<file path="src/hw/adcc_pkg.sv">
// Package with register map, field positions and reset values for the converter control block
package adcc_pkg;
  localparam int ADDR_W = 8;
  localparam int DATA_W = 32;
  localparam int RES_W = 12;
  // Register byte offsets
  localparam logic [7:0] OFS_CTRL0 = 8'h00;
  localparam logic [7:0] OFS_CTRL1 = 8'h04;
  localparam logic [7:0] OFS_RES_HIGH = 8'h08;
  localparam logic [7:0] OFS_RES_LOW = 8'h0C;
  localparam logic [7:0] OFS_INT_STAT = 8'h10;
  localparam logic [7:0] OFS_INT_CLR = 8'h14;
  localparam logic [7:0] OFS_INT_EN = 8'h18;
  // Control 0 fields
  localparam int BIT_START = 7;
  localparam int BIT_BUSY = 6;
  localparam int BIT_ENABLE = 5;
  localparam int BIT_FORMAT = 4;
  // Control 1 fields
  localparam int CH_LSB = 5;
  localparam int REF_LSB = 3;
  localparam int CLK_LSB = 0;
  // Reset values
  localparam logic [7:0] RST_CTRL0 = 8'h00;
  localparam logic [7:0] RST_CTRL1 = 8'h00;
  localparam logic [7:0] RST_RES = 8'h00;
  // Interrupt status bits
  localparam int INT_W = 2;
  localparam int IRQ_DONE = 0;
  localparam int IRQ_ABORT = 1;
  // AXI responses
  localparam logic [1:0] RESP_OKAY = 2'h0;
  localparam logic [1:0] RESP_SLVERR = 2'h2;
  typedef enum logic [2:0] {
    ADCC_R_CTRL0 = 3'b000,
    ADCC_R_CTRL1 = 3'b001,
    ADCC_R_HIGH = 3'b010,
    ADCC_R_LOW = 3'b011,
    ADCC_R_STAT = 3'b100,
    ADCC_R_CLR = 3'b101,
    ADCC_R_EN = 3'b110,
    ADCC_R_NONE = 3'b111
  } adcc_reg_e;
endpackage

</file>
<file path="src/hw/adcc_res_if.sv">
// Interface between the control logic and the result register pair
`timescale 1ns/1ps
interface adcc_res_if;
  logic load;
  logic enable;
  logic format;
  logic [11:0] data;
  logic [7:0] high;
  logic [7:0] low;
  modport ctrl (output load, output enable, output format, output data, input high, input low);
  modport res (input load, input enable, input format, input data, output high, output low);
endinterface

</file>
<file path="src/hw/adcc_top.sv">
// Converter control block with AXI4-Lite register access
// Functional notes
// Conversion starts only after start bit goes low, high, then low again
// Converter held in reset while start bit is high
// Busy flag in bit 6 is read only, high during conversion
// Busy flag set once the start pulse completes
// Busy flag cleared when the conversion finishes
// Enable bit 5 powers converter; software sets it before starting
// Result registers keep their contents while converter is disabled
// Format 0: result 11..4 high, 3..0 low
// Format 1: result 11..8 high, 7..0 low
// Control 0 bits 3..0 read as zero
// Control 1: channel 7..5, reference 4..3, clock 2..0, all writable
// New result written no later than the cycle busy clears
`timescale 1ns/1ps
module adcc_top
  import adcc_pkg::*;
(
  // System
  input wire logic clk,
  input wire logic nrst,
  input wire logic ce,
  // AXI4-Lite write address
  input wire logic [adcc_pkg::ADDR_W-1:0] s_axi_awaddr,
  input wire logic s_axi_awvalid,
  output logic s_axi_awready,
  // AXI4-Lite write data
  input wire logic [adcc_pkg::DATA_W-1:0] s_axi_wdata,
  input wire logic [3:0] s_axi_wstrb,
  input wire logic s_axi_wvalid,
  output logic s_axi_wready,
  // AXI4-Lite write response
  output logic [1:0] s_axi_bresp,
  output logic s_axi_bvalid,
  input wire logic s_axi_bready,
  // AXI4-Lite read address
  input wire logic [adcc_pkg::ADDR_W-1:0] s_axi_araddr,
  input wire logic s_axi_arvalid,
  output logic s_axi_arready,
  // AXI4-Lite read data
  output logic [adcc_pkg::DATA_W-1:0] s_axi_rdata,
  output logic [1:0] s_axi_rresp,
  output logic s_axi_rvalid,
  input wire logic s_axi_rready,
  // Analog core
  output logic core_reset,
  output logic core_start,
  input wire logic core_done,
  input wire logic [adcc_pkg::RES_W-1:0] core_data,
  output logic [2:0] channel_sel,
  output logic [1:0] reference_sel,
  output logic [2:0] conv_clock_sel,
  // Interrupt
  output logic irq
);
  import adcc_pkg::*;

  function automatic adcc_reg_e reg_decode(input logic [ADDR_W-1:0] a);
    case (a)
      OFS_CTRL0: reg_decode = ADCC_R_CTRL0;
      OFS_CTRL1: reg_decode = ADCC_R_CTRL1;
      OFS_RES_HIGH: reg_decode = ADCC_R_HIGH;
      OFS_RES_LOW: reg_decode = ADCC_R_LOW;
      OFS_INT_STAT: reg_decode = ADCC_R_STAT;
      OFS_INT_CLR: reg_decode = ADCC_R_CLR;
      OFS_INT_EN: reg_decode = ADCC_R_EN;
      default: reg_decode = ADCC_R_NONE;
    endcase
  endfunction

  // Register state
  logic start_bit;
  logic start_prev;
  logic conv_busy_flag;
  logic converter_enable;
  logic result_format_select;
  logic [7:0] adc_control_1;
  logic [INT_W-1:0] int_stat;
  logic [INT_W-1:0] int_en;
  // Bus state
  logic aw_held;
  logic w_held;
  logic [ADDR_W-1:0] aw_addr;
  logic [DATA_W-1:0] w_data;
  logic w_lane0;
  logic bvalid;
  logic [1:0] bresp;
  logic rvalid;
  logic [1:0] rresp;
  logic [DATA_W-1:0] rdata;
  logic [ADDR_W-1:0] rd_addr;
  logic start_req;

  adcc_res_if rif ();

  adcc_result_regs u_res (
    .clk(clk),
    .nrst(nrst),
    .ce(ce),
    .rif(rif)
  );

  // Write channel decode
  wire logic aw_take = s_axi_awvalid && s_axi_awready;
  wire logic w_take = s_axi_wvalid && s_axi_wready;
  wire logic wr_do = ce && aw_held && w_held && !bvalid;
  wire adcc_reg_e wr_sel = reg_decode(aw_addr);
  wire logic wr_hit = wr_do && w_lane0;
  wire logic wr_ctrl0 = wr_hit && wr_sel == ADCC_R_CTRL0;
  wire logic wr_ctrl1 = wr_hit && wr_sel == ADCC_R_CTRL1;
  wire logic wr_clr = wr_hit && wr_sel == ADCC_R_CLR;
  wire logic wr_en = wr_hit && wr_sel == ADCC_R_EN;
  wire logic wr_bad = wr_sel == ADCC_R_NONE || wr_sel == ADCC_R_HIGH
                      || wr_sel == ADCC_R_LOW || wr_sel == ADCC_R_STAT;
  // Read channel decode
  wire logic ar_take = s_axi_arvalid && s_axi_arready;
  wire adcc_reg_e rd_sel = reg_decode(s_axi_araddr);
  wire logic [7:0] ctrl0_view = {start_bit, conv_busy_flag, converter_enable,
                                 result_format_select, 4'h0};

  // Conversion sequencing
  // Falling start edge completes the pulse; a rising edge alone starts nothing
  wire logic start_fire = start_prev && !start_bit;
  wire logic conv_ok = start_fire && converter_enable;
  // Start high or enable low aborts whatever is running
  wire logic conv_abort = conv_busy_flag && (start_bit || !converter_enable);
  wire logic conv_end = conv_busy_flag && core_done && !conv_abort;
  wire logic [INT_W-1:0] int_event = {conv_abort, conv_end};
  wire logic [INT_W-1:0] int_clear = wr_clr ? w_data[INT_W-1:0] : {INT_W{1'b0}};
  wire logic [INT_W-1:0] next_int_stat = (int_stat & ~int_clear) | int_event;

  always_ff @(posedge clk or negedge nrst) begin
    if (!nrst) begin
      start_bit <= RST_CTRL0[BIT_START];
      converter_enable <= RST_CTRL0[BIT_ENABLE];
      result_format_select <= RST_CTRL0[BIT_FORMAT];
      adc_control_1 <= RST_CTRL1;
    end else if (ce) begin
      if (wr_ctrl0) begin
        start_bit <= w_data[BIT_START];
        converter_enable <= w_data[BIT_ENABLE];
        result_format_select <= w_data[BIT_FORMAT];
      end
      if (wr_ctrl1) begin
        adc_control_1 <= w_data[7:0];
      end
    end
  end

  always_ff @(posedge clk or negedge nrst) begin
    if (!nrst) begin
      start_prev <= 1'b0;
      conv_busy_flag <= 1'b0;
      start_req <= 1'b0;
    end else if (ce) begin
      start_prev <= start_bit;
      start_req <= conv_ok;
      if (conv_ok) begin
        conv_busy_flag <= 1'b1;
      end else if (conv_end || conv_abort) begin
        conv_busy_flag <= 1'b0;
      end
    end
  end

  always_ff @(posedge clk or negedge nrst) begin
    if (!nrst) begin
      int_stat <= {INT_W{1'b0}};
      int_en <= {INT_W{1'b0}};
    end else if (ce) begin
      // Event set wins over a clear in the same cycle
      int_stat <= next_int_stat;
      if (wr_en) begin
        int_en <= w_data[INT_W-1:0];
      end
    end
  end

  // Result handed over in the very cycle busy clears
  assign rif.load = conv_end;
  assign rif.enable = converter_enable;
  assign rif.format = result_format_select;
  assign rif.data = core_data;

  assign core_reset = start_bit || !converter_enable;
  assign core_start = start_req;
  assign channel_sel = adc_control_1[CH_LSB +: 3];
  assign reference_sel = adc_control_1[REF_LSB +: 2];
  assign conv_clock_sel = adc_control_1[CLK_LSB +: 3];
  assign irq = |(int_stat & int_en);

  // AXI write path: address and data taken in either order
  always_ff @(posedge clk or negedge nrst) begin
    if (!nrst) begin
      aw_held <= 1'b0;
      w_held <= 1'b0;
      aw_addr <= '0;
      w_data <= '0;
      w_lane0 <= 1'b0;
      bvalid <= 1'b0;
      bresp <= RESP_OKAY;
    end else if (ce) begin
      if (aw_take) begin
        aw_held <= 1'b1;
        aw_addr <= s_axi_awaddr;
      end
      if (w_take) begin
        w_held <= 1'b1;
        w_data <= s_axi_wdata;
        w_lane0 <= s_axi_wstrb[0];
      end
      if (wr_do) begin
        aw_held <= 1'b0;
        w_held <= 1'b0;
        bvalid <= 1'b1;
        bresp <= wr_bad ? RESP_SLVERR : RESP_OKAY;
      end else if (bvalid && s_axi_bready) begin
        bvalid <= 1'b0;
      end
    end
  end

  assign s_axi_awready = ce && !aw_held && !bvalid;
  assign s_axi_wready = ce && !w_held && !bvalid;
  assign s_axi_bvalid = bvalid;
  assign s_axi_bresp = bresp;

  // AXI read path: one cycle from address to data
  always_ff @(posedge clk or negedge nrst) begin
    if (!nrst) begin
      rvalid <= 1'b0;
      rresp <= RESP_OKAY;
      rdata <= '0;
      rd_addr <= '0;
    end else if (ce) begin
      if (ar_take) begin
        rvalid <= 1'b1;
        rd_addr <= s_axi_araddr;
        rresp <= (rd_sel == ADCC_R_NONE || rd_sel == ADCC_R_CLR) ? RESP_SLVERR : RESP_OKAY;
        case (rd_sel)
          ADCC_R_CTRL0: rdata <= {24'h0, ctrl0_view};
          ADCC_R_CTRL1: rdata <= {24'h0, adc_control_1};
          ADCC_R_HIGH: rdata <= {24'h0, rif.high};
          ADCC_R_LOW: rdata <= {24'h0, rif.low};
          ADCC_R_STAT: rdata <= {30'h0, int_stat};
          ADCC_R_EN: rdata <= {30'h0, int_en};
          default: rdata <= '0;
        endcase
      end else if (rvalid && s_axi_rready) begin
        rvalid <= 1'b0;
      end
    end
  end

  assign s_axi_arready = ce && !rvalid;
  assign s_axi_rvalid = rvalid;
  assign s_axi_rdata = rdata;
  assign s_axi_rresp = rresp;

  chk_start_seq: assert property (@(posedge clk) disable iff (!nrst)
    ce && $fell(start_bit) && converter_enable && $past(ce) |=> core_start)
    else $error("completed start pulse did not launch conversion");
  chk_no_early_start: assert property (@(posedge clk) disable iff (!nrst)
    $rose(core_start) |-> !start_bit && $past(start_prev) && !$past(start_bit))
    else $error("conversion launched without full start pulse");
  chk_reset_hold: assert property (@(posedge clk) disable iff (!nrst)
    start_bit |-> core_reset && !core_start)
    else $error("core not held in reset while start high");
  chk_busy_cause: assert property (@(posedge clk) disable iff (!nrst)
    $rose(conv_busy_flag) |-> $past(conv_ok))
    else $error("busy set without a start");
  chk_busy_set: assert property (@(posedge clk) disable iff (!nrst)
    ce && conv_ok |=> conv_busy_flag)
    else $error("busy not set after start pulse");
  chk_busy_clear: assert property (@(posedge clk) disable iff (!nrst)
    ce && conv_end |=> !conv_busy_flag)
    else $error("busy not cleared at conversion end");
  chk_disable_off: assert property (@(posedge clk) disable iff (!nrst)
    !converter_enable |-> core_reset ##1 (!core_start || converter_enable))
    else $error("disabled converter not held off");
  chk_rsvd_zero: assert property (@(posedge clk) disable iff (!nrst)
    rvalid && reg_decode(rd_addr) == ADCC_R_CTRL0 |-> rdata[3:0] == 4'h0)
    else $error("reserved control bits read nonzero");
  chk_ctrl1_rw: assert property (@(posedge clk) disable iff (!nrst)
    wr_ctrl1 |=> adc_control_1 == $past(w_data[7:0]) && channel_sel == $past(w_data[7:5]))
    else $error("control 1 write not stored");
  chk_result_by_busy: assert property (@(posedge clk) disable iff (!nrst)
    ce && $past(ce) && $fell(conv_busy_flag) && !$past(conv_abort) && $past(converter_enable)
      |-> rif.high == ($past(result_format_select) ? {4'h0, $past(core_data[11:8])}
                                                   : $past(core_data[11:4])))
    else $error("result not updated when busy cleared");

  // Conversion and interrupt checks
  chk_done_sticky: assert property (@(posedge clk) disable iff (!nrst)
    ce && conv_end |=> int_stat[IRQ_DONE])
    else $error("done event not recorded");
  chk_clear_done: assert property (@(posedge clk) disable iff (!nrst)
    wr_clr && w_data[IRQ_DONE] && !conv_end |=> !int_stat[IRQ_DONE])
    else $error("done status not cleared");
  chk_abort_sticky: assert property (@(posedge clk) disable iff (!nrst)
    ce && conv_abort |=> int_stat[IRQ_ABORT] && !conv_busy_flag)
    else $error("abort not recorded");
  chk_enable_abort: assert property (@(posedge clk) disable iff (!nrst)
    ce && conv_busy_flag && !converter_enable |=> !conv_busy_flag)
    else $error("busy kept while disabled");
  chk_start_once: assert property (@(posedge clk) disable iff (!nrst)
    ce && core_start |=> !core_start)
    else $error("start pulse longer than one cycle");
  chk_busy_ro: assert property (@(posedge clk) disable iff (!nrst)
    wr_ctrl0 && !conv_ok && !conv_end && !conv_abort |=> $stable(conv_busy_flag))
    else $error("busy flag changed by a write");
  chk_ctrl0_store: assert property (@(posedge clk) disable iff (!nrst)
    wr_ctrl0 |=> start_bit == $past(w_data[BIT_START])
      && converter_enable == $past(w_data[BIT_ENABLE])
      && result_format_select == $past(w_data[BIT_FORMAT]))
    else $error("control 0 write not stored");
  chk_core_release: assert property (@(posedge clk) disable iff (!nrst)
    !core_reset |-> converter_enable && !start_bit)
    else $error("core released while held off");
  chk_idle_done: assert property (@(posedge clk) disable iff (!nrst)
    ce && core_done && !conv_busy_flag |=> $stable(rif.high) && $stable(rif.low))
    else $error("result loaded without a conversion");
  chk_irq_masked: assert property (@(posedge clk) disable iff (!nrst)
    int_en == '0 |-> !irq)
    else $error("masked interrupt raised");

  // Bus handshake and clock enable checks
  chk_bresp_hold: assert property (@(posedge clk) disable iff (!nrst)
    bvalid && !s_axi_bready |=> bvalid && $stable(bresp))
    else $error("write response dropped early");
  chk_wr_refused: assert property (@(posedge clk) disable iff (!nrst)
    bvalid |-> !s_axi_awready && !s_axi_wready)
    else $error("write accepted during response");
  chk_rdata_hold: assert property (@(posedge clk) disable iff (!nrst)
    rvalid && !s_axi_rready |=> rvalid && $stable(rdata) && $stable(rresp))
    else $error("read data dropped early");
  chk_ar_refused: assert property (@(posedge clk) disable iff (!nrst)
    rvalid |-> !s_axi_arready)
    else $error("read accepted during data phase");
  chk_read_bad: assert property (@(posedge clk) disable iff (!nrst)
    ar_take && rd_sel == ADCC_R_NONE |=> rvalid && rresp == RESP_SLVERR && rdata == '0)
    else $error("unmapped read not refused");
  chk_ready_gated: assert property (@(posedge clk) disable iff (!nrst)
    !ce |-> !s_axi_awready && !s_axi_wready && !s_axi_arready)
    else $error("ready raised while frozen");
  chk_ce_freeze: assert property (@(posedge clk) disable iff (!nrst)
    !ce |=> $stable(conv_busy_flag) && $stable(start_bit) && $stable(int_stat) && $stable(bvalid))
    else $error("state moved while frozen");
endmodule // adcc_top

</file>
<file path="src/hw/adcc_result_regs.sv">
// Result register pair with justification select
`timescale 1ns/1ps
module adcc_result_regs
  import adcc_pkg::*;
(
  // System
  input wire logic clk,
  input wire logic nrst,
  input wire logic ce,
  // Result path
  adcc_res_if.res rif
);
  logic [7:0] high;
  logic [7:0] low;
  wire logic do_load = ce && rif.load && rif.enable;
  // Format 0: top eight bits high, low nibble at the bottom of low
  wire logic [7:0] next_high = rif.format ? {4'h0, rif.data[11:8]} : rif.data[11:4];
  wire logic [7:0] next_low = rif.format ? rif.data[7:0] : {4'h0, rif.data[3:0]};

  always_ff @(posedge clk or negedge nrst) begin
    if (!nrst) begin
      high <= RST_RES;
      low <= RST_RES;
    end else if (do_load) begin
      high <= next_high;
      low <= next_low;
    end
  end

  assign rif.high = high;
  assign rif.low = low;

  chk_hold_disabled: assert property (@(posedge clk) disable iff (!nrst)
    !rif.enable |=> $stable(high) && $stable(low))
    else $error("result changed while converter disabled");
  chk_fmt_left: assert property (@(posedge clk) disable iff (!nrst)
    do_load && !rif.format |=> high == $past(rif.data[11:4]) && low == {4'h0, $past(rif.data[3:0])})
    else $error("left justified result misplaced");
  chk_fmt_right: assert property (@(posedge clk) disable iff (!nrst)
    do_load && rif.format |=> high == {4'h0, $past(rif.data[11:8])} && low == $past(rif.data[7:0]))
    else $error("right justified result misplaced");
endmodule // adcc_result_regs

</file>
<file path="config.mk">
export PLATFORM = sky130hd
export DESIGN_NAME = adcc_top
export DESIGN_NICKNAME = d
export VERILOG_FILES = /design/src/hw/adcc_pkg.sv /design/src/hw/adcc_res_if.sv /design/src/hw/adcc_top.sv /design/src/hw/adcc_result_regs.sv
export SDC_FILE = /design/constraint.sdc
export NUM_CORES = 1
export LEC_CHECK = 0
export BUFFER_PORTS_ARGS = -buffer_cell sky130_fd_sc_hd__buf_2
export CAP_MARGIN = 40
export CORE_MARGIN = 8
export CORE_UTILIZATION = 48
export DETAILED_ROUTE_END_ITERATION = 8
export GPL_TIMING_DRIVEN = 0
export PLACE_DENSITY = 0.91
export REMOVE_ABC_BUFFERS = 1
export SYNTH_ARGS = -nofsm -noshare
export SYNTH_HDL_FRONTEND = slang
export SYNTH_SLANG_ARGS = --single-unit
</file>
<file path="constraint.sdc">
create_clock -name clk -period 2.6 [get_ports clk]
set_clock_uncertainty 0.2 [all_clocks]
set_input_delay 0.13 -clock clk [delete_from_list [all_inputs] [get_ports clk]]
set_output_delay 0.13 -clock clk [all_outputs]
set_load 0.02 [all_outputs]
</file>
# --- Word level (Yosys, flattened, before mapping) ---
# Cells that the tools add are included.
word_totals:
  register_bits: 91
  input_bits: 73
  elab_cells: 129
op_classes:
  eq_ne: 26
  n_mux: 18
  bitwise_logic: 4
  reduce_logical: 60
op_table:
  columns: ["cell", "count"]
  rows:
  - ["$eq A8 B5 Y1 const B", 6]
  - ["$pmux W8 S6", 1]
  - ["$pmux W3 S7", 2]
  - ["$eq A8 B4 Y1 const B", 4]
  - ["$logic_and A1 B1 Y1", 25]
  - ["$eq A3 B3 Y1 const B", 8]
  - ["$reduce_and A2 Y1", 12]
  - ["$eq A8 B3 Y1 const B", 2]
  - ["$logic_not A8 Y1", 2]
  - ["$mux W8", 2]
  - ["$eq A3 B2 Y1 const B", 4]
  - ["$mux W1", 10]
  - ["$reduce_bool A2 Y1", 5]
  - ["$logic_not A1 Y1", 7]
  - ["$eq A3 B1 Y1 const B", 2]
  - ["$logic_not A3 Y1", 2]
  - ["$logic_or A1 B1 Y1", 6]
  - ["$mux W2", 3]
  - ["$and A2 B2 Y2", 2]
  - ["$not A2 Y2", 1]
  - ["$or A2 B2 Y2", 1]
  - ["$reduce_or A2 Y1", 1]

# --- Logic depth before layout (Yosys ltp) ---
logic_depth:
  word_depth: 9
  mapped_depth: 6

# --- By module ---
# Synthesis repeated with hierarchy kept, for this count alone.
hier_totals:
  cells_unflattened: 252
  area_unflattened_um2: 3179.3
modules_own_cells:
  columns: ["module", "instances", "cells_per_inst", "area_per_inst_um2", "seq_area_each_um2"]
  rows:
  - ["adcc_top", 1, 196, 2458.6, 1226.2]
  - ["adcc_result_regs", 1, 56, 720.7, 400.4]

# --- Worst setup path before layout ---
# Ideal clock, no wire load.
synth_path:
  path_type: "register -> register"
  from: "reg bvalid, in the netlist s_axi_bvalid"
  to: "reg adc_control_1[0]"
  arrival_time_ns: 1.786
  t_required_ns: 2.275
  slack_ns: 0.489
  stages_incl_launch_ff: 6
  path_buffers: 1
  synth_period_minus_slack_ns: 2.111
  path_cell_list: "dfrtp_1 and4b_1 buf_4 nand4_4 nor4b_4 mux2_2"
synth_via:
  elab_chain_cells: 5
synth_rtl:
  columns: ["element", "line_no", "rtl"]
  rows:
  - ["start: declaration", "adcc_top.sv:86", "logic bvalid;"]
  - ["start signal: assignment", "adcc_top.sv:200", "bvalid <= 1'b0;"]
  - ["start signal: assignment", "adcc_top.sv:215", "bvalid <= 1'b1;"]
  - ["start signal: assignment", "adcc_top.sv:218", "bvalid <= 1'b0;"]
  - ["$logic_not A1 Y1", "adcc_top.sv:106", "wire logic wr_do = ce && aw_held && w_held && !bvalid;"]
  - ["$logic_and A1 B1 Y1", "adcc_top.sv:106", null]
  - ["$logic_and A1 B1 Y1", "adcc_top.sv:108", "wire logic wr_hit = wr_do && w_lane0;"]
  - ["$logic_and A1 B1 Y1", "adcc_top.sv:110", "wire logic wr_ctrl1 = wr_hit && wr_sel == ADCC_R_CTRL1;"]
  - ["$reduce_and A2 Y1 (no line)", null, null]
  - ["end signal: assignment", "adcc_top.sv:145", "adc_control_1 <= w_data[7:0];"]
  - ["end: declaration", "adcc_top.sv:77", "logic [7:0] adc_control_1;"]
# Every way passes these cells.
# A chain may end at the register's enable or synchronous reset.

# --- Worst setup path in the final report ---
layout_path:
  from: "in ce"
  to: "reg adc_control_1[0]"
layout_via:
  elab_chain_cells: 6
layout_rtl:
  columns: ["element", "line_no", "rtl"]
  rows:
  - ["start: declaration", "adcc_top.sv:22", "input wire logic ce,"]
  - ["$logic_and A1 B1 Y1 (3 in a row)", "adcc_top.sv:106", null]
  - ["$logic_and A1 B1 Y1", "adcc_top.sv:108", null]
  - ["$logic_and A1 B1 Y1", "adcc_top.sv:110", null]
  - ["$reduce_and A2 Y1 (no line) (*)", null, null]
# Every way passes the cells marked *; elsewhere a longest branch is shown, timed or not.

==> out/results.txt <==
number of synthesized register bits = 65
Slew Limit Fails = 0
crit-path max cell delay = 0.59 ns
Routability Congestion = 0.813
Post-DRT Antenna Nets = 0
initial antenna violation count = 0
Slew HR = 42.2%
Critical Path Sink Type = flip-flop
hold depth = 4
TritonCTS Buffers = 9
Async SR Flop Fraction = 100%
reg2reg end = adc_control_1[0]
Main synth FF type = dfrtp_1
final setup vio count = 0
critical path startpoint category = input pin
register area share after synthesis = 52.1%
Fin. Hold Viols = 0
PwrDens = 684 nW/um^2
first drt pass iteration count = 4
first-pass GRT wire length = 12900 microns
Rows = 29
Synth area leaders = dfrtp_1 (52%), mux2_2 (12%), buf_4 (6.5%), o21ai_0 (4.0%), mux2i_1 (3.8%)
Hold Path Class = in -> reg
grt total ovfl = 0
Critical Path Fanout Max = 14
Post-Syn Area = 3120 sq um
total power = 2760 uW
DRT Wirelength = 7620 microns
fmax = 404 MHz
most instantiated cells after synthesis = dfrtp_1 (65), mux2_2 (32), nand2_1 (30)
die footprint = 9340 sq um
area of the core = 6310 sq um
syn avg cell area = 11.2 sq um
vias in the first global route = 2644
I/O Buffers = 71
Via density = 5.12
CP max-delay cell = nor4b_4
hold endpoint = aw_held
post-layout min period = 2.48 ns
Final Cycle Share = 95.2%
IO Pins = 125
post-synth top area cell = dfrtp_1
Max Cap Viol = 0
Final nets = 461
R2R depth = 4
synth unique cells = 38
Yosys warnings = 0
share of layout cells above drive strength 1 = 32.4%
critical path data required time = 2.63 ns
Clock Latency Late Sink = 0.35 ns
critical path class = in -> reg
P_leak = 0.00199 uW
min-delay src = s_axi_awvalid
Die Wd = 96.7 microns
Worst-Margin Slew = 0.863 ns
Wirelength per Cell = 16.2 microns
Clk pin slew, worst setup/hold paths = 0.06 ns
DP Wirelength = 5440 microns
number of synthesized flops with an enable pin = 0
Worst Path Arrival = 2.50 ns
post-route DRC violation count = 0
fin area = 4040 sq um
Crit Reg-Reg Startpoint = s_axi_bvalid
cell with the most instances after synthesis = dfrtp_1
Post-CTS Setup Repair Bufs = 0
initial drt markers = 71
GRT Overall Usage = 16.8%
largest net degree at the start of global routing = 39
area grow syn2layout = 29.3%
Initial Utilization = 49.5%
Sink Count = 65
RSZ-0062 raised after global routing = false
number of diodes = 0
Die Y = 96.7 microns
outcome = complete, no violations
cells after synthesis = 278
peak supply drop = 0.476 mV
via count = 2403
clk buf depth = 2
worst reg2reg setup slack = 0.26 ns
worst path cell trace = dlygate4sd3_1 -> buf_2 -> and4b_1 -> nand4_4 -> nor4b_4 -> mux2_2
Root Buffer = clkbuf_8
CTS tree = yes
Synth top area share = 52.1%
htree depth = 3
setup TNS = 0 ns
Area after DPL = 3460 sq um
## cell usage in the layout, fill, tap and decap left out, types with 3 or more instances in the layout
cell type	synthesis	final
a22o_1	7	7
o21ai_0	25	25
nor2b_1	4	4
nand2_1	30	30
nor3_1	4	4
dlygate4sd3_1	0	39
conb_1	1	26
and2_1	3	3
mux2i_1	12	12
clkbuf_8	0	12
nor2_1	6	6
nand2b_1	6	6
buf_2	1	72
mux2_2	32	32
nand3_1	8	8
a221o_1	6	6
inv_1	9	9
dfrtp_1	65	65
## report_power, final
| part | switching (uW) | total (uW) | internal [uW] |
|---|---|---|---|
| clock network | 371 | 789 | 418 |
| logic | 313 | 606 | 294 |
| registers | 168 | 1370 | 1200 |
| total | 852 | 2760 | 1910 |
## repair_timing
| item | CTS | global route |
|---|---|---|
| endpoints found under the hold margin | 67 | 0 |
| hold buffers | 39 | 0 |
| gates resized for setup | 0 | 1 |
| endpoints found under the setup margin | 0 | 3 |
## metrics by stage
stage	setup WS [ns]	hold WS (ns)	util [%]	std cells
after floorplan	0.389	-0.366	-	264
after global placement	0.0254	0.137	54.2	412
after detailed placement	0.247	-0.00945	54.8	415
after CTS	0.135	0.00949	63.9	469
after global routing	0.0278	0.0747	64.0	469
final	0.124	0.0292	64.0	469
## flip-flops by register name (all words and copies together), names as in the netlist, 2 cells and up
signal and cells:
u_res.rif.low 8, u_res.rif.high 8, aw_addr 8, int_stat 2
w_data 8, adc_control_1 8, int_en 2, s_axi_rdata 8
## layout make-up
cell class / count / area [sq um]
Inverter: 9 / 33.8
Tap cell: 77 / 96.3
Clock buffer: 13 / 169
Timing Repair Buffer: 113 / 782
Fill cell: 477 / 2270
Clock inverter: 2 / 12.5
Multi-Input combinational cell: 190 / 1320
Sequential cell: 65 / 1630
## cells by family after synthesis
kind of cell,share of synthesized area [%]
XOR/XNOR,0.280
other,0.120
AO/OA/AOI/OAI,9.30
AND/OR/NAND/NOR,13.8
multiplexers,15.4
flip-flops,52.1
buffers and inverters,9.05
## worst max-delay path, delay by kind of cell
kind | cells | cell delay, ns
simple gates | 3 | 1.17
buf+inv | 2 | 0.79
mux | 1 | 0.41
## routing by layer
layer / global-route usage, % / vias up / part of all wire [%]
li1: - / 1140 / -
met1: 18.5 / 1155 / 41
met2: 27.9 / 92 / 49
met3: 6.26 / 16 / 7.5
met4: 8.52 / 0 / 2.0
met5: 0 / - / 0
## worst max-delay path by stage
stage / startpoint / endpoint / slack (ns) / cells after the start
finish: ce / adc_control_1[0] / 0.12 / 6
global route: ce / adc_control_1[0] / 0.03 / 6
CTS: ce / result_format_select / 0.13 / 6
detailed placement: s_axi_bvalid / result_format_select / 0.25 / 4
global placement: s_axi_bvalid / w_data[5] / 0.03 / 3
floorplan: s_axi_bvalid / w_data[2] / 0.39 / 3
Power figures use the tool's default switching activity.
